### config.mk
export PLATFORM = sky130hd
export DESIGN_NAME = ccps_sequencer
export DESIGN_NICKNAME = d
export VERILOG_FILES = /design/src/ccps_power_path.v /design/src/ccps_sequencer.v /design/src/ccps_tick_gen.v
export VERILOG_INCLUDE_DIRS = /design/src /design/src/src
export SDC_FILE = /design/constraint.sdc
export NUM_CORES = 1
export LEC_CHECK = 0
export BUFFER_PORTS_ARGS = -buffer_cell sky130_fd_sc_hd__buf_2
export CAP_MARGIN = 15
export CORE_ASPECT_RATIO = 1.25
export CORE_MARGIN = 4
export CORE_UTILIZATION = 61
export CTS_CLUSTER_DIAMETER = 50
export DETAILED_ROUTE_END_ITERATION = 8
export PLACE_DENSITY = 0.76
export REMOVE_ABC_BUFFERS = 1
export SYNTH_ARGS = -nofsm -noshare
export SYNTH_HDL_FRONTEND = slang
export SYNTH_HIERARCHICAL = 1
export SYNTH_SLANG_ARGS = --single-unit
### constraint.sdc
create_clock -name mclk -period 4.48 [get_ports mclk]
set_input_delay 0.448 -clock mclk [delete_from_list [all_inputs] [get_ports mclk]]
set_output_delay 0.448 -clock mclk [all_outputs]
set_load 0.005 [all_outputs]
### src/ccps_defines.vh
// Purpose: constants for the charge cycle and power path sequencer
// Assumes: 125 MHz mclk
// Notes:   times kept in their own unit, cycle counts derived from them
`ifndef CCPS_DEFINES_VH
`define CCPS_DEFINES_VH
`define CCPS_CLK_MHZ        125
`define CCPS_TICK_US        100
`define CCPS_TICK_CYC       (`CCPS_TICK_US * `CCPS_CLK_MHZ)
`define CCPS_PRE_MIN        30
`define CCPS_PRE_TICKS      (`CCPS_PRE_MIN * 60 * 10000)
`define CCPS_PWRUP_MS       30
`define CCPS_PWRUP_TICKS    (`CCPS_PWRUP_MS * 10)
`define CCPS_DEAD_US        10
`define CCPS_DEAD_CYC       (`CCPS_DEAD_US * `CCPS_CLK_MHZ)
`define CCPS_STEP_US        1600
`define CCPS_STEP_TICKS     (`CCPS_STEP_US / `CCPS_TICK_US)
`define CCPS_STEPS          8
`define CCPS_KTTC_DMIN_NF   56
`define CCPS_TTC_TICKS_NF   (`CCPS_KTTC_DMIN_NF * 6 * 10000)
`define CCPS_TTC_LOW        2'b00
`define CCPS_TTC_CAP        2'b01
`define CCPS_TTC_REF        2'b10
`define CCPS_ST_IDLE        3'd0
`define CCPS_ST_PRE         3'd1
`define CCPS_ST_FAST        3'd2
`define CCPS_ST_DONE        3'd3
`define CCPS_ST_FAULT       3'd4
`define CCPS_PP_BAT         2'd0
`define CCPS_PP_DEAD_AC     2'd1
`define CCPS_PP_AC          2'd2
`define CCPS_PP_DEAD_BAT    2'd3
`endif

### src/ccps_power_path.v
// Purpose: adapter / battery switch selector with break-before-make
// Assumes: comparator inputs synchronous to mclk
// Notes:   battery feeds system by default
`timescale 1ns/1ns
`include "ccps_defines.vh"
module ccps_power_path #(
  parameter DEAD_CYC = `CCPS_DEAD_CYC
) (
  input  wire mclk,
  input  wire arst_n,
  input  wire want_ac,
  input  wire ac_low_margin,
  input  wire force_bat,
  output reg  adapter_gate_drive,
  output reg  battery_gate_drive,
  output wire on_adapter
);
  reg [1:0]  st_r;
  reg [15:0] dead_r;
  assign on_adapter = (st_r == `CCPS_PP_AC);
  always @(posedge mclk or negedge arst_n) begin
    if (!arst_n) begin
      st_r               <= `CCPS_PP_BAT;
      dead_r             <= 16'h0;
      adapter_gate_drive <= 1'b0;
      battery_gate_drive <= 1'b1;
    end else begin
      case (st_r)
        `CCPS_PP_BAT: begin
          adapter_gate_drive <= 1'b0;
          battery_gate_drive <= 1'b1;
          if (want_ac && !force_bat && !ac_low_margin) begin
            st_r               <= `CCPS_PP_DEAD_AC;
            dead_r             <= 16'h0;
            battery_gate_drive <= 1'b0;
          end
        end
        `CCPS_PP_DEAD_AC: begin
          dead_r <= dead_r + 16'h1;
          if (force_bat || !want_ac) begin
            st_r <= `CCPS_PP_DEAD_BAT;
            dead_r <= 16'h0;
          end else if (dead_r == DEAD_CYC - 1) begin
            st_r               <= `CCPS_PP_AC;
            adapter_gate_drive <= 1'b1;
          end
        end
        `CCPS_PP_AC: begin
          if (force_bat || ac_low_margin || !want_ac) begin
            st_r               <= `CCPS_PP_DEAD_BAT;
            dead_r             <= 16'h0;
            adapter_gate_drive <= 1'b0;
          end
        end
        `CCPS_PP_DEAD_BAT: begin
          dead_r <= dead_r + 16'h1;
          if (dead_r == DEAD_CYC - 1) begin
            st_r               <= `CCPS_PP_BAT;
            battery_gate_drive <= 1'b1;
          end
        end
        default: begin
          st_r <= `CCPS_PP_BAT;
        end
      endcase
      if (force_bat && st_r != `CCPS_PP_DEAD_BAT) begin
        adapter_gate_drive <= 1'b0;
      end
    end
  end
endmodule

### src/ccps_sequencer.v
// Purpose: charge cycle and power path sequencer top
// Assumes: all inputs synchronous to mclk; 125 MHz
// Notes:   analog loops live outside; this block steers them
// Notes on behaviour
// - low battery at start selects precharge reference
// - precharge over 30 minutes: stop, flag fault
// - terminate when above recharge and current low
// - safety timer 5.6 minutes per nanofarad
// - recharge, reset, enable toggle restart cycle
// - timer pin low: no termination, timer cleared
// - timer pin at reference: termination, no timer
// - timer cleared leaving overvoltage, supply-low, sleep
// - supply above battery node: adapter on, charge
// - battery node above supply: battery on, sleep
// - undervoltage: disabled, adapter off, battery on
// - charge only when every enable condition holds
// - any stop condition ends active charging
// - battery default; adapter 30ms after sleep exit
// - 10us both off before adapter on
// - back to battery within 200mV, same dead time
// - no adapter: adapter off, battery on
// - fast charge ramps in eight 1.6ms steps
`timescale 1ns/1ns
`include "ccps_defines.vh"
module ccps_sequencer #(
  parameter TICK_CYC     = `CCPS_TICK_CYC,
  parameter PRE_TICKS    = `CCPS_PRE_TICKS,
  parameter PWRUP_TICKS  = `CCPS_PWRUP_TICKS,
  parameter DEAD_CYC     = `CCPS_DEAD_CYC,
  parameter STEP_TICKS   = `CCPS_STEP_TICKS,
  parameter TTC_TICKS_NF = `CCPS_TTC_TICKS_NF,
  parameter IREF_W       = 8
) (
  input  wire              mclk,
  input  wire              arst_n,
  input  wire              charge_enable,
  input  wire              battery_low,
  input  wire              below_recharge,
  input  wire              current_below_term,
  input  wire              voltage_reg_phase,
  input  wire              supply_above_node,
  input  wire              supply_near_node,
  input  wire              undervoltage_lockout,
  input  wire              supply_low_state,
  input  wire              input_overvoltage,
  input  wire              die_overheat_shutdown,
  input  wire              thermistor_fault,
  input  wire              regulators_good,
  input  wire              regulator_overload,
  input  wire [1:0]        timer_capacitor_pin,
  input  wire [7:0]        timer_cap_nf,
  input  wire [IREF_W-1:0] fast_current_setting,
  input  wire [IREF_W-1:0] low_current_setting,
  output reg  [IREF_W-1:0] current_ref,
  output reg               charging,
  output reg               precharging,
  output reg               charge_done,
  output reg               fault,
  output reg               sleep_mode,
  output wire              adapter_gate_drive,
  output wire              battery_gate_drive,
  output wire              adapter_present
);
  ////////////////////////////////////////////////////////////////////////////
  // timebase
  wire tick;
  ccps_tick_gen #(.DIV(TICK_CYC)) u_tick (
    .mclk   (mclk),
    .arst_n (arst_n),
    .tick   (tick)
  );

  ////////////////////////////////////////////////////////////////////////////
  // power-up delay, sleep and mode tracking
  reg [15:0] pwrup_r;
  reg [15:0] awake_r;
  reg        ce_tick_r;
  reg        ovp_r;
  reg        low_r;
  reg        slp_r;
  wire       sleep_now = !supply_above_node;
  wire       pwrup_done = (pwrup_r == PWRUP_TICKS);
  wire       ac_ready = (awake_r == PWRUP_TICKS);
  wire       ce_toggle = tick && charge_enable && !ce_tick_r;
  wire       resume = (ovp_r && !input_overvoltage) || (low_r && !supply_low_state)
                      || (slp_r && !sleep_now);
  always @(posedge mclk or negedge arst_n) begin
    if (!arst_n) begin
      pwrup_r    <= 16'h0;
      awake_r    <= 16'h0;
      ce_tick_r  <= 1'b1;
      ovp_r      <= 1'b0;
      low_r      <= 1'b0;
      slp_r      <= 1'b1;
      sleep_mode <= 1'b1;
    end else begin
      if (tick && !pwrup_done) begin
        pwrup_r <= pwrup_r + 16'h1;
      end
      if (sleep_now || undervoltage_lockout) begin
        awake_r <= 16'h0;
      end else if (tick && !ac_ready) begin
        awake_r <= awake_r + 16'h1;
      end
      if (tick) begin
        ce_tick_r <= charge_enable;
      end
      ovp_r      <= input_overvoltage;
      low_r      <= supply_low_state;
      slp_r      <= sleep_now;
      sleep_mode <= sleep_now;
    end
  end

  ////////////////////////////////////////////////////////////////////////////
  // power path
  wire on_adapter;
  ccps_power_path #(.DEAD_CYC(DEAD_CYC)) u_path (
    .mclk               (mclk),
    .arst_n             (arst_n),
    .want_ac            (ac_ready && !input_overvoltage),
    .ac_low_margin      (supply_near_node),
    .force_bat          (undervoltage_lockout),
    .adapter_gate_drive (adapter_gate_drive),
    .battery_gate_drive (battery_gate_drive),
    .on_adapter         (on_adapter)
  );
  assign adapter_present = on_adapter;

  ////////////////////////////////////////////////////////////////////////////
  // enable and timer qualification
  wire en_ok = charge_enable && !supply_low_state && !sleep_now && !input_overvoltage
               && pwrup_done && regulators_good && !regulator_overload
               && !die_overheat_shutdown && !thermistor_fault
               && !undervoltage_lockout;
  wire tmr_on = (timer_capacitor_pin == `CCPS_TTC_CAP);
  wire term_on = (timer_capacitor_pin != `CCPS_TTC_LOW);
  wire restart = below_recharge || ce_toggle;

  ////////////////////////////////////////////////////////////////////////////
  // safety timer and precharge timer
  reg  [31:0] sft_r;
  reg  [31:0] pre_r;
  wire [31:0] sft_lim = timer_cap_nf * TTC_TICKS_NF;
  wire        sft_exp = tmr_on && (sft_r >= sft_lim);
  reg  [2:0]  st_r;
  reg  [2:0]  st_nxt;
  always @(posedge mclk or negedge arst_n) begin
    if (!arst_n) begin
      sft_r <= 32'h0;
      pre_r <= 32'h0;
    end else begin
      if (restart || resume || !tmr_on) begin
        sft_r <= 32'h0;
      end else if (tick && st_r == `CCPS_ST_FAST && !sft_exp) begin
        sft_r <= sft_r + 32'h1;
      end
      if (st_r != `CCPS_ST_PRE) begin
        pre_r <= 32'h0;
      end else if (tick) begin
        pre_r <= pre_r + 32'h1;
      end
    end
  end

  ////////////////////////////////////////////////////////////////////////////
  // charge state machine
  always @* begin
    st_nxt = st_r;
    case (st_r)
      `CCPS_ST_IDLE: begin
        if (en_ok) begin
          st_nxt = battery_low ? `CCPS_ST_PRE : `CCPS_ST_FAST;
        end
      end
      `CCPS_ST_PRE: begin
        if (!en_ok) begin
          st_nxt = `CCPS_ST_IDLE;
        end else if (pre_r >= PRE_TICKS) begin
          st_nxt = `CCPS_ST_FAULT;
        end else if (!battery_low) begin
          st_nxt = `CCPS_ST_FAST;
        end
      end
      `CCPS_ST_FAST: begin
        if (!en_ok) begin
          st_nxt = `CCPS_ST_IDLE;
        end else if (sft_exp) begin
          st_nxt = `CCPS_ST_FAULT;
        end else if (term_on && voltage_reg_phase && !below_recharge && current_below_term) begin
          st_nxt = `CCPS_ST_DONE;
        end
      end
      `CCPS_ST_DONE: begin
        if (restart) begin
          st_nxt = `CCPS_ST_IDLE;
        end
      end
      `CCPS_ST_FAULT: begin
        if (ce_toggle) begin
          st_nxt = `CCPS_ST_IDLE;
        end
      end
      default: begin
        st_nxt = `CCPS_ST_IDLE;
      end
    endcase
    if (ce_toggle && st_r != `CCPS_ST_IDLE) begin
      st_nxt = `CCPS_ST_IDLE;
    end
  end

  ////////////////////////////////////////////////////////////////////////////
  // soft-start ramp and outputs
  reg [3:0]  step_r;
  reg [15:0] stp_cnt_r;
  function [IREF_W-1:0] ramp_level;
    input [IREF_W-1:0] full;
    input [3:0]        step;
    reg   [IREF_W+3:0] prod;
    begin
      prod       = full * step;
      ramp_level = prod[IREF_W+2:3];
    end
  endfunction
  always @(posedge mclk or negedge arst_n) begin
    if (!arst_n) begin
      st_r        <= `CCPS_ST_IDLE;
      step_r      <= 4'h0;
      stp_cnt_r   <= 16'h0;
      current_ref <= {IREF_W{1'b0}};
      charging    <= 1'b0;
      precharging <= 1'b0;
      charge_done <= 1'b0;
      fault       <= 1'b0;
    end else begin
      st_r <= st_nxt;
      if (st_nxt == `CCPS_ST_FAST && st_r != `CCPS_ST_FAST) begin
        step_r    <= 4'h1;
        stp_cnt_r <= 16'h0;
      end else if (tick && step_r < `CCPS_STEPS) begin
        if (stp_cnt_r == STEP_TICKS - 1) begin
          stp_cnt_r <= 16'h0;
          step_r    <= step_r + 4'h1;
        end else begin
          stp_cnt_r <= stp_cnt_r + 16'h1;
        end
      end
      case (st_nxt)
        `CCPS_ST_PRE:  current_ref <= low_current_setting;
        `CCPS_ST_FAST: current_ref <= ramp_level(fast_current_setting,
                                                 (st_r == `CCPS_ST_FAST) ? step_r : 4'h1);
        default:       current_ref <= {IREF_W{1'b0}};
      endcase
      charging    <= (st_nxt == `CCPS_ST_PRE) || (st_nxt == `CCPS_ST_FAST);
      precharging <= (st_nxt == `CCPS_ST_PRE);
      charge_done <= (st_nxt == `CCPS_ST_DONE);
      fault       <= (st_nxt == `CCPS_ST_FAULT);
    end
  end
endmodule

### src/ccps_tick_gen.v
// Purpose: slow internal timebase tick
// Assumes: one clock domain
// Notes:   one-cycle pulse every div cycles
`timescale 1ns/1ns
module ccps_tick_gen #(
  parameter DIV = 12500
) (
  input  wire mclk,
  input  wire arst_n,
  output reg  tick
);
  reg [31:0] cnt_r;
  always @(posedge mclk or negedge arst_n) begin
    if (!arst_n) begin
      cnt_r <= 32'h0;
      tick  <= 1'b0;
    end else if (cnt_r == DIV - 1) begin
      cnt_r <= 32'h0;
      tick  <= 1'b1;
    end else begin
      cnt_r <= cnt_r + 32'h1;
      tick  <= 1'b0;
    end
  end
endmodule
* Word-level counts from Yosys, hierarchy flattened *
Index checks and enable logic that the tools add are counted.
W data, S select, Z words.

storage, ports and cells
  flip-flop bits (word level) = 188
  latch bits = 0
  bits in writable memories = 0
  ROM bits = 0
  word-level logic and storage cells = 177
  memories kept = 0

cells by class
  $add $sub $neg = 8
  multipliers = 2
  div/mod/pow operators = 0
  order comparisons = 3
  eq/ne operators = 27
  shift-type cells = 0
  multiplexer cells = 45
  bitwise logic cells = 0
  reduce and logical (&&, ||, !) cells = 70

operators with widths
  kind                     number
  $mux W32                 5
  $mux W16                 8
  $add A32 B1 Y32 const B  3
  $add A16 B1 Y16 const B  4
  $pmux W16 S4             1
  $eq A16 B9 Y1 const B    2
  $eq A32 B14 Y1 const B   1
  $ge A32 B25 Y1 const B   1
  $ge A32 B30 Y1           1
  $mux W3                  10
  $logic_and A1 B1 Y1      29
  $mul A8 B14 Y22 const B  1
  $eq A16 B11 Y1 const B   1
  $eq A16 B4 Y1 const B    1
  $mux W4                  4
  $pmux W8 S2              1
  $logic_not A1 Y1         15
  $pmux W3 S5              1
  $reduce_bool A2 Y1       7
  $eq A3 B2 Y1 const B     4
  $mux W2                  6
  $ne A3 B1 Y1 const B     4
  $mul A8 B4 Y11           1
  $logic_or A1 B1 Y1       10
  other kinds (20)         34

* Longest topological paths before layout *
Gate-level depths: netlist of run 1.

  depth after elaboration = 17
  mapped depth = 24
  depth with buffers taken out = 23

* Cells and area by module *
Netlist of run 1, hierarchy kept.

by module, submodules not included
  module           times used  cells an instance  area each (sq um)  sequential area each (sq um)
  ccps_sequencer   1           1,097              10,063.4           3,380.7
  ccps_tick_gen    1           140                1,539.0            825.8
  ccps_power_path  1           130                1,218.7            501.7

* Least setup slack after synthesis of run 1 *
No wires, ideal clock.

  path type = input-to-reg
  from = input timer_cap_nf[5]
  to = register current_ref[0]
  data arrival time = 5.557 ns
  slack = -1.177 ns
  cell stages on the path = 22
  cells stage by stage = ha_1 xor2_1 ha_1 fa_1 inv_1 fa_1 inv_1 ha_1 or3_1 o311a_1 o21a_1 o21a_1 o41a_1 xnor2_1 ha_1 o21ai_0 o21a_1 o21ai_0 o21ai_1 a21o_1 buf_2 o32ai_1

on the way
  longest elaborated chain between the ends = 9

RTL lines
  what                                          RTL line              text
  start: declaration                            ccps_sequencer.v:51   input wire [7:0] timer_cap_nf,
  $mul A8 B14 Y22 *                             ccps_sequencer.v:144  wire [31:0] sft_lim = timer_cap_nf * TTC_TICKS_NF;
  $ge A32 B30 Y1 *                              ccps_sequencer.v:145  wire sft_exp = tmr_on && (sft_r >= sft_lim);
  $logic_and A1 B1 Y1 *                         ccps_sequencer.v:145
  $mux W3 *                                     ccps_sequencer.v:188  end else if (sft_exp) begin
  $mux W3 *                                     ccps_sequencer.v:186  if (!en_ok) begin
  $pmux W3 S5 *                                 ccps_sequencer.v:170  case (st_r)
  $mux W3 *                                     ccps_sequencer.v:208  if (ce_toggle && st_r != `CCPS_ST_IDLE) begin
  $eq A3 B2 Y1 or $eq A3 B1 Y1 (tied branches)  --
  $pmux W8 S2 *                                 ccps_sequencer.v:249  case (st_nxt)
  end signal: assignment                        ccps_sequencer.v:250  `CCPS_ST_PRE: current_ref <= low_current_setting;
  end signal: assignment                        ccps_sequencer.v:251  `CCPS_ST_FAST: current_ref <= ramp_level(fast_current_setting,
  end signal: assignment                        ccps_sequencer.v:253  default: current_ref <= {IREF_W{1'b0}};
  end: declaration                              ccps_sequencer.v:54   output reg [IREF_W-1:0] current_ref,

Every way passes the cells marked *; elsewhere a longest branch is shown, timed or not.
A chain may end at the register's enable or synchronous reset.

* Worst setup path in the final report of run 1 *
  from = input timer_cap_nf[6]
  to = register sft_r[23]

on the way
  longest elaborated chain between the ends = 6

RTL lines
  what                                 RTL line              text
  $mul A8 B14 Y22                      ccps_sequencer.v:144
  $ge A32 B30 Y1                       ccps_sequencer.v:145
  $logic_and A1 B1 Y1                  ccps_sequencer.v:145
  $logic_not A1 Y1                     ccps_sequencer.v:155  end else if (tick && st_r == `CCPS_ST_FAST && !sft_exp) begin
  $logic_and A1 B1 Y1                  ccps_sequencer.v:155
  $reduce_bool A2 Y1 (no source line)  --
  end signal: assignment               ccps_sequencer.v:156  sft_r <= sft_r + 32'h1;
  end: declaration                     ccps_sequencer.v:142  reg [31:0] sft_r;

No other way between the ends.

==> results of run 1 <==
==> timing repair <==
action / 4_1_cts / 5_1_grt
setup buffers: 8 / 1
cloned: 5 / 0
hold buffers: 1 / 0
gates resized for setup: 84 / 28
endpoints found under the setup margin: 46 / 46
endpoints found under the hold margin: 9 / 0
pin swaps: 53 / 30
==> cells in the final DEF, fill, tap and decap left out, types with 39 or more instances in the layout <==
cell | synthesis | final
xnor2_1 | 64 | 61
nand2_1 | 115 | 115
inv_1 | 107 | 104
buf_4 | 1 | 64
nor2_1 | 120 | 119
buf_2 | 4 | 52
nand4_1 | 49 | 49
dfrtp_1 | 185 | 185
o21ai_0 | 45 | 39
nand3_1 | 48 | 47
a21oi_1 | 51 | 44
xor2_1 | 56 | 55
ha_1 | 108 | 98
==> worst max-delay path: cells and delay by family <==
family	cells	cell delay (ns)
multiplexers	1	0.13
XOR/XNOR	2	0.37
AO/OA/AOI/OAI	7	1.55
AND/OR/NAND/NOR	4	1.10
adder cells (fa/ha/maj)	6	1.92
buffers and inverters	3	0.18
==> final cells by class <==
type | count | area (sq um) | share of cell area
Sequential cell | 188 | 4710 | 0.312
Clock buffer | 18 | 439 | 0.0291
Timing Repair Buffer | 138 | 1020 | 0.0676
Clock inverter | 14 | 168 | 0.0111
Tap cell | 274 | 343 | 0.0227
Inverter | 107 | 402 | 0.0266
Multi-Input combinational cell | 1036 | 8010 | 0.531
Antenna cell | 1 | 2.50 | 0.000166
==> synthesized netlist by cell type (5+ instances only) <==
cell type,instances,area share
a21o_1,15,0.0088
a21oi_1,51,0.020
a31o_2,11,0.0075
a31oi_1,15,0.0073
a41o_1,5,0.0039
a41oi_1,5,0.0034
and2_1,19,0.0093
and3_1,32,0.016
and4_1,20,0.014
buf_6,6,0.0053
clkbuf_1,25,0.0073
dfrtp_1,185,0.36
fa_1,27,0.042
ha_1,108,0.11
inv_1,107,0.031
mux2i_1,12,0.0094
nand2_1,115,0.034
nand2b_1,16,0.0078
nand3_1,48,0.019
nand4_1,49,0.024
nor2_1,120,0.035
nor2_2,6,0.0029
nor2b_1,18,0.0088
nor3_1,21,0.0082
nor4_1,20,0.0098
nor4b_1,5,0.0034
o2111ai_1,9,0.0061
o21a_1,12,0.0070
o21ai_0,45,0.018
o32ai_1,8,0.0055
or3_1,25,0.012
or4_1,10,0.0059
xnor2_1,64,0.044
xor2_1,56,0.038
==> layer usage <==
layer | vias to the layer above | track usage | share of wire
li1 | 5097 | - | -
met1 | 5152 | 0.315 | 0.42
met2 | 197 | 0.455 | 0.53
met3 | 60 | 0.0331 | 0.025
met4 | 0 | 0.0864 | 0.025
met5 | - | 0 | 0
==> path summary, 6_finish.rpt <==
kind	to	slack [ns]	cells after the start
worst max-delay path	sft_r[23]	-0.91	23
worst min-delay path	low_r	0.15	1
worst max register to register	current_ref[7]	0.32	16
worst min register to register	u_tick/cnt_r[31]	0.48	1
max in group asynchronous	u_tick/cnt_r[6]	2.87	3
min in group asynchronous	u_path/dead_r[15]	0.55	2
==> logic make-up after synthesis <==
| group | Yosys count | share of synthesized area |
|---|---|---|
| compound gates | 212 | 0.110 |
| buf+inv | 144 | 0.0464 |
| fa+ha+maj | 135 | 0.148 |
| simple gates | 553 | 0.234 |
| mux | 15 | 0.0123 |
| xor+xnor | 120 | 0.0820 |
| flops | 188 | 0.367 |
==> per-stage QoR <==
| stage | util | worst slack (ns) | cell area, sq um | std cells | setup TNS [ns] |
|---|---|---|---|---|---|
| final | 0.728 | -0.915 | 15100 | 1776 | -36.73 |
| after global routing | 0.728 | -1.04 | 15100 | 1776 | -43.31 |
| after CTS | 0.719 | -0.899 | 14900 | 1776 | -35.71 |
| after detailed placement | 0.666 | -1.54 | 13800 | 1731 | -65.38 |
| after global placement | 0.666 | -1.37 | 13800 | 1731 | -58.75 |
| after floorplan | - | -1.58 | 12600 | 1330 | -55.04 |
==> power by group through the flow <==
stage                     combinational, mW  sequential [mW]  clock (mW)
after CTS                              1.23             1.74        1.55
after floorplan                       0.767             1.77           0
after detailed placement               1.19             1.77           0
after global routing                   1.45             1.74        1.64
final                                  1.29             1.74        1.53
after global placement                 1.14             1.77           0
==> flip-flops by register name (all words and copies together) (netlist names), 2 cells and up <==
name / flops
pre_r: 32
sft_r: 32
u_tick/cnt_r: 32
awake_r: 16
pwrup_r: 16
stp_cnt_r: 16
u_path/dead_r: 16
current_ref: 8
step_r: 4
st_r: 3
u_path/st_r: 2
==> impl_metrics.ini, run 1 <==
[die]
rows = 59
num_io_pins = 58
core_area_sq_mm = 0.0207
dieHeight_microns = 170
dieWidth_microns = 138
fp.dieArea_sq_mm = 0.0234
floorplan.initialDensity = 0.618

[synth]
synth_area_sq_mm = 0.0128
ys_warn_count = 6
synthFlopType = dfrtp_1
seq_area_frac_synth = 0.367
syn_avg_cell_area_sq_um = 9.38
synth.distinct_cells = 80
ys_seq_elements = 188
synthCells = 1367
async_flop_share = 1.00
synth_edf_count = 0

[timing]
rsz0062_at_grt = true
period_share = 1.20
clock.fmax_mhz = 185
finalHoldViolations = 0
skew_ns = 0.0127
timing.hold.ws_ns = 0.147
drv_slew = 0
setup_viol = 46
max_slew_margin = 0.258
worst_pin_slew_ns = 1.11
finalWorstSetupSlack_ns = -0.915
min_period_ns = 5.39

[cts]
htree_levels = 4
cts_buffer_depth = 2
cts-root-buf = clkbuf_16
clkLatencyLatePin_ns = 0.44
cts_buffers = 17
cts_tree = yes
clk_pin_slew_ns = 0.08
cts_sinks = 188

[setup_path]
required_ns = 4.80
crit_path_end_kind = flop
crit_slowest_cell = or4_4
reg2reg_from = st_r[1]
worstSetupStartpointType = input port
cp_data_arrival_time_ns = 5.71
worst_path_largest_cell_delay_ns = 0.54
worstPathCellList = buf_8, ha_4, xor2_2, ha_1, fa_1, inv_2, fa_1, inv_1, ha_2, or3_1, o311a_1, o21a_1, o21a_1, nor2_2, xor2_1, ha_1, a21o_1, a211oi_2, o21a_2, o21a_1, nand3_2, or4_4, mux2i_1
crit_start = timer_cap_nf[6]
worstSetupPathType = in2reg
crit_fanout = 4
timing.critical_path.mode_cell = o21a_1

[pwr]
switchingPower_mw = 1.47
seq_power_share = 0.381
leakage_nw = 6.95
internal_power_mw = 3.09
ir_drop_mv = 0.265
p_sw_frac = 0.322
combPwrFrac = 0.283
p_total_mw = 4.55
clockPowerShare = 0.336
p_per_area_mw_per_mm2 = 302

[hold_path]
min-delay-start = supply_low_state
worst_hold_path_type = in2reg

[route]
routedWlPerCell_microns = 16.4
dr.pass1.iters = 5
vias_per_cell = 5.92
drc = 0
postRouteAntennaNets = 0
drt-initial-drc-count = 632
drt_wl_total_mm = 29.1
via_count = 10500

[global_routing]
grt_pass1_wl_mm = 48.9
grt_max_degree = 127
grtUsageTotal = 0.255
overflow = 0
antenna_found_initial = 1
first_global_vias = 10500

[placed_design]
portBuffers = 57
gp_congestion = 0.878
dp_hpwl_mm = 20.3

[cells_and_area]
syn_to_final_growth_pct = 17.7
fin_nets = 1665
nFillCells = 1544
drive_above_1_share = 0.178

[run_status]
status = finished with violations
violations = setup timing

[flow_run]
cap_violations = 0
Power figures use the tool's default switching activity.
==> inputs of run 2 (changes only) <==
--- a/config.mk
+++ b/config.mk
@@ -13,7 +13,7 @@
 export CORE_UTILIZATION = 61
 export CTS_CLUSTER_DIAMETER = 50
 export DETAILED_ROUTE_END_ITERATION = 8
-export PLACE_DENSITY = 0.76
+export PLACE_DENSITY = 0.82
 export REMOVE_ABC_BUFFERS = 1
 export SYNTH_ARGS = -nofsm -noshare
 export SYNTH_HDL_FRONTEND = slang
==> run 2 against run 1 <==
The run still ends with setup timing left. Sequential share of layout area is 0.40 points higher. First-iteration DRC count is 15% higher. Total power is 0.57% higher. Sequential power hardly changed. Combinational power hardly changed. Hold slack worse by 0.024 ns. Largest cell class unchanged.
==> impl_metrics.ini, run 2 (synthesis results as in run 1) <==
[timing]
finalWorstSetupSlack_ns = -0.921
rsz0062_at_grt = true
drv_slew = 0
worst_pin_slew_ns = 1.06
setup_viol = 46
skew_ns = 0.0129
clock.fmax_mhz = 185
min_period_ns = 5.40
finalHoldViolations = 0
max_slew_margin = 0.295
period_share = 1.21

[cts]
cts_tree = yes
cts_sinks = 188
cts_buffer_depth = 2
htree_levels = 4
clk_pin_slew_ns = 0.08
hold_buffers = 0
cts-root-buf = clkbuf_16
cts_buffers = 17
clkLatencyLatePin_ns = 0.44

[pwr]
combPwrFrac = 0.279
internal_power_mw = 3.16
ir_drop_mv = 0.259
clockPowerShare = 0.341
switchingPower_mw = 1.42
p_total_mw = 4.58
p_sw_frac = 0.310
leakage_nw = 6.93
p_per_area_mw_per_mm2 = 307
seq_power_share = 0.380

[die]
dieWidth_microns = 138
rows = 59
dieHeight_microns = 170
floorplan.initialDensity = 0.618
num_io_pins = 58
core_area_sq_mm = 0.0207
fp.dieArea_sq_mm = 0.0234

[route]
drc = 0
postRouteAntennaNets = 0
drt-initial-drc-count = 728
dr.pass1.iters = 6
routedWlPerCell_microns = 17.0
via_count = 10700
vias_per_cell = 6.03
drt_wl_total_mm = 30.2

[global_routing]
first_global_vias = 10900
overflow = 0
grt_util_met2 = 0.478
antenna_found_initial = 0
grtUsageTotal = 0.257
grt_pass1_wl_mm = 49.4
grt.met1_usage = 0.304
grt_max_degree = 112
gr-usage-met3 = 0.0334
busiest_layer = met2

[setup_path]
crit_fanout = 5
cp_num_buf_inv = 4
worstSetupStartpointType = input port
cp_data_arrival_time_ns = 5.72
worstSetupPathType = in2reg
crit_path_end_kind = flop
worst_path_largest_cell_delay_ns = 0.55
required_ns = 4.80
crit_slowest_cell = or4_4
cp_top_family = adder cells
worstPathCellList = buf_12, ha_4, xor2_2, ha_1, fa_1, inv_2, fa_1, inv_1, ha_2, or3_1, o311a_1, o21a_1, o21a_1, o41a_1, xnor2_1, ha_1, nand4_1, nor4_2, buf_4, o211ai_1, nand3_2, or4_4, mux2i_1

[run_status]
status = finished with violations
violations = setup timing

[cells_and_area]
final_cell_mix = dfrtp_1, nor2_1, nand2_1, inv_1, ha_1
layout_commonest_cell = dfrtp_1
top_regs = pre_r (32), sft_r (32), u_tick/cnt_r (32)
fin_nets = 1664
nFillCells = 1418
diodes = 0
drive_above_1_share = 0.167
syn_to_final_growth_pct = 16.3

[placed_design]
post-place-ws_ns = -1.56
portBuffers = 57
gp_congestion = 0.836
dp_hpwl_mm = 20.8

[flow_run]
cap_violations = 0

[hold_path]
worst_hold_path_type = in2async
==> run 2: cell count changes in the layout (fill, tap and decap cells not counted), sizes merged <==
cell,previous run,this run
clkinv,5,3
bufinv,0,2
clkinvlp,0,1
dlygate4sd3,1,0
clkbuf,19,18
diode,1,0
==> run 2: what timing repair did <==
item,CTS,global route
cloned,2,1
setup buffers,3,1
pin swaps,28,13
gates resized for setup,44,34
endpoints found under the setup margin,46,46
==> run 2: routing by layer <==
layer	share of wire	routed length (microns)
met3	0.029	879
met5	0	0
met4	0.035	1040
met2	0.54	16200
met1	0.40	12100
==> run 2: power by group through the flow <==
stage / Clock [mW] / Combinational [mW] / Sequential [mW]
global route: 1.66 / 1.43 / 1.74
CTS: 1.58 / 1.25 / 1.74
finish: 1.56 / 1.28 / 1.74
floorplan: 0 / 0.767 / 1.77
global placement: 0 / 1.17 / 1.77
detailed placement: 0 / 1.22 / 1.77
==> run 2: worst paths after layout <==
check | to | cells past startpoint | slack [ns] | from
hold reg to reg | pwrup_r[15] | 1 | 0.48 | pwrup_r[15]
setup / recovery | sft_r[23] | 23 | -0.92 | timer_cap_nf[5]
hold / removal | u_tick/cnt_r[26] | 1 | 0.12 | arst_n
setup reg to reg | current_ref[7] | 16 | 0.39 | st_r[1]
max in group asynchronous | current_ref[7] | 2 | 3.41 | arst_n
min in group mclk | low_r | 1 | 0.15 | supply_low_state
==> run 2: area by class of cell <==
type,instances,area (sq um),area share
Clock buffer,17,425,0.0285
Clock inverter,15,176,0.0118
Inverter,107,402,0.0269
Multi-Input combinational cell,1036,7880,0.528
Sequential cell,188,4710,0.316
Tap cell,274,343,0.0230
Timing Repair Buffer,137,976,0.0655
==> run 2: per-stage QoR <==
step | instances | cell area (sq um) | utilization | setup TNS (ns) | hold slack, ns
4_1_cts | 1772 | 14700 | 0.708 | -35.49 | 0.135
3_5_place_dp | 1735 | 13900 | 0.668 | -65.83 | 0.469
3_3_place_gp | 1735 | 13900 | 0.668 | -61.54 | 0.464
5_1_grt | 1774 | 14900 | 0.719 | -43.41 | 0.139
6_report | 1774 | 14900 | 0.719 | -36.41 | 0.123
2_1_floorplan | 1330 | 12600 | - | -55.04 | 0.152
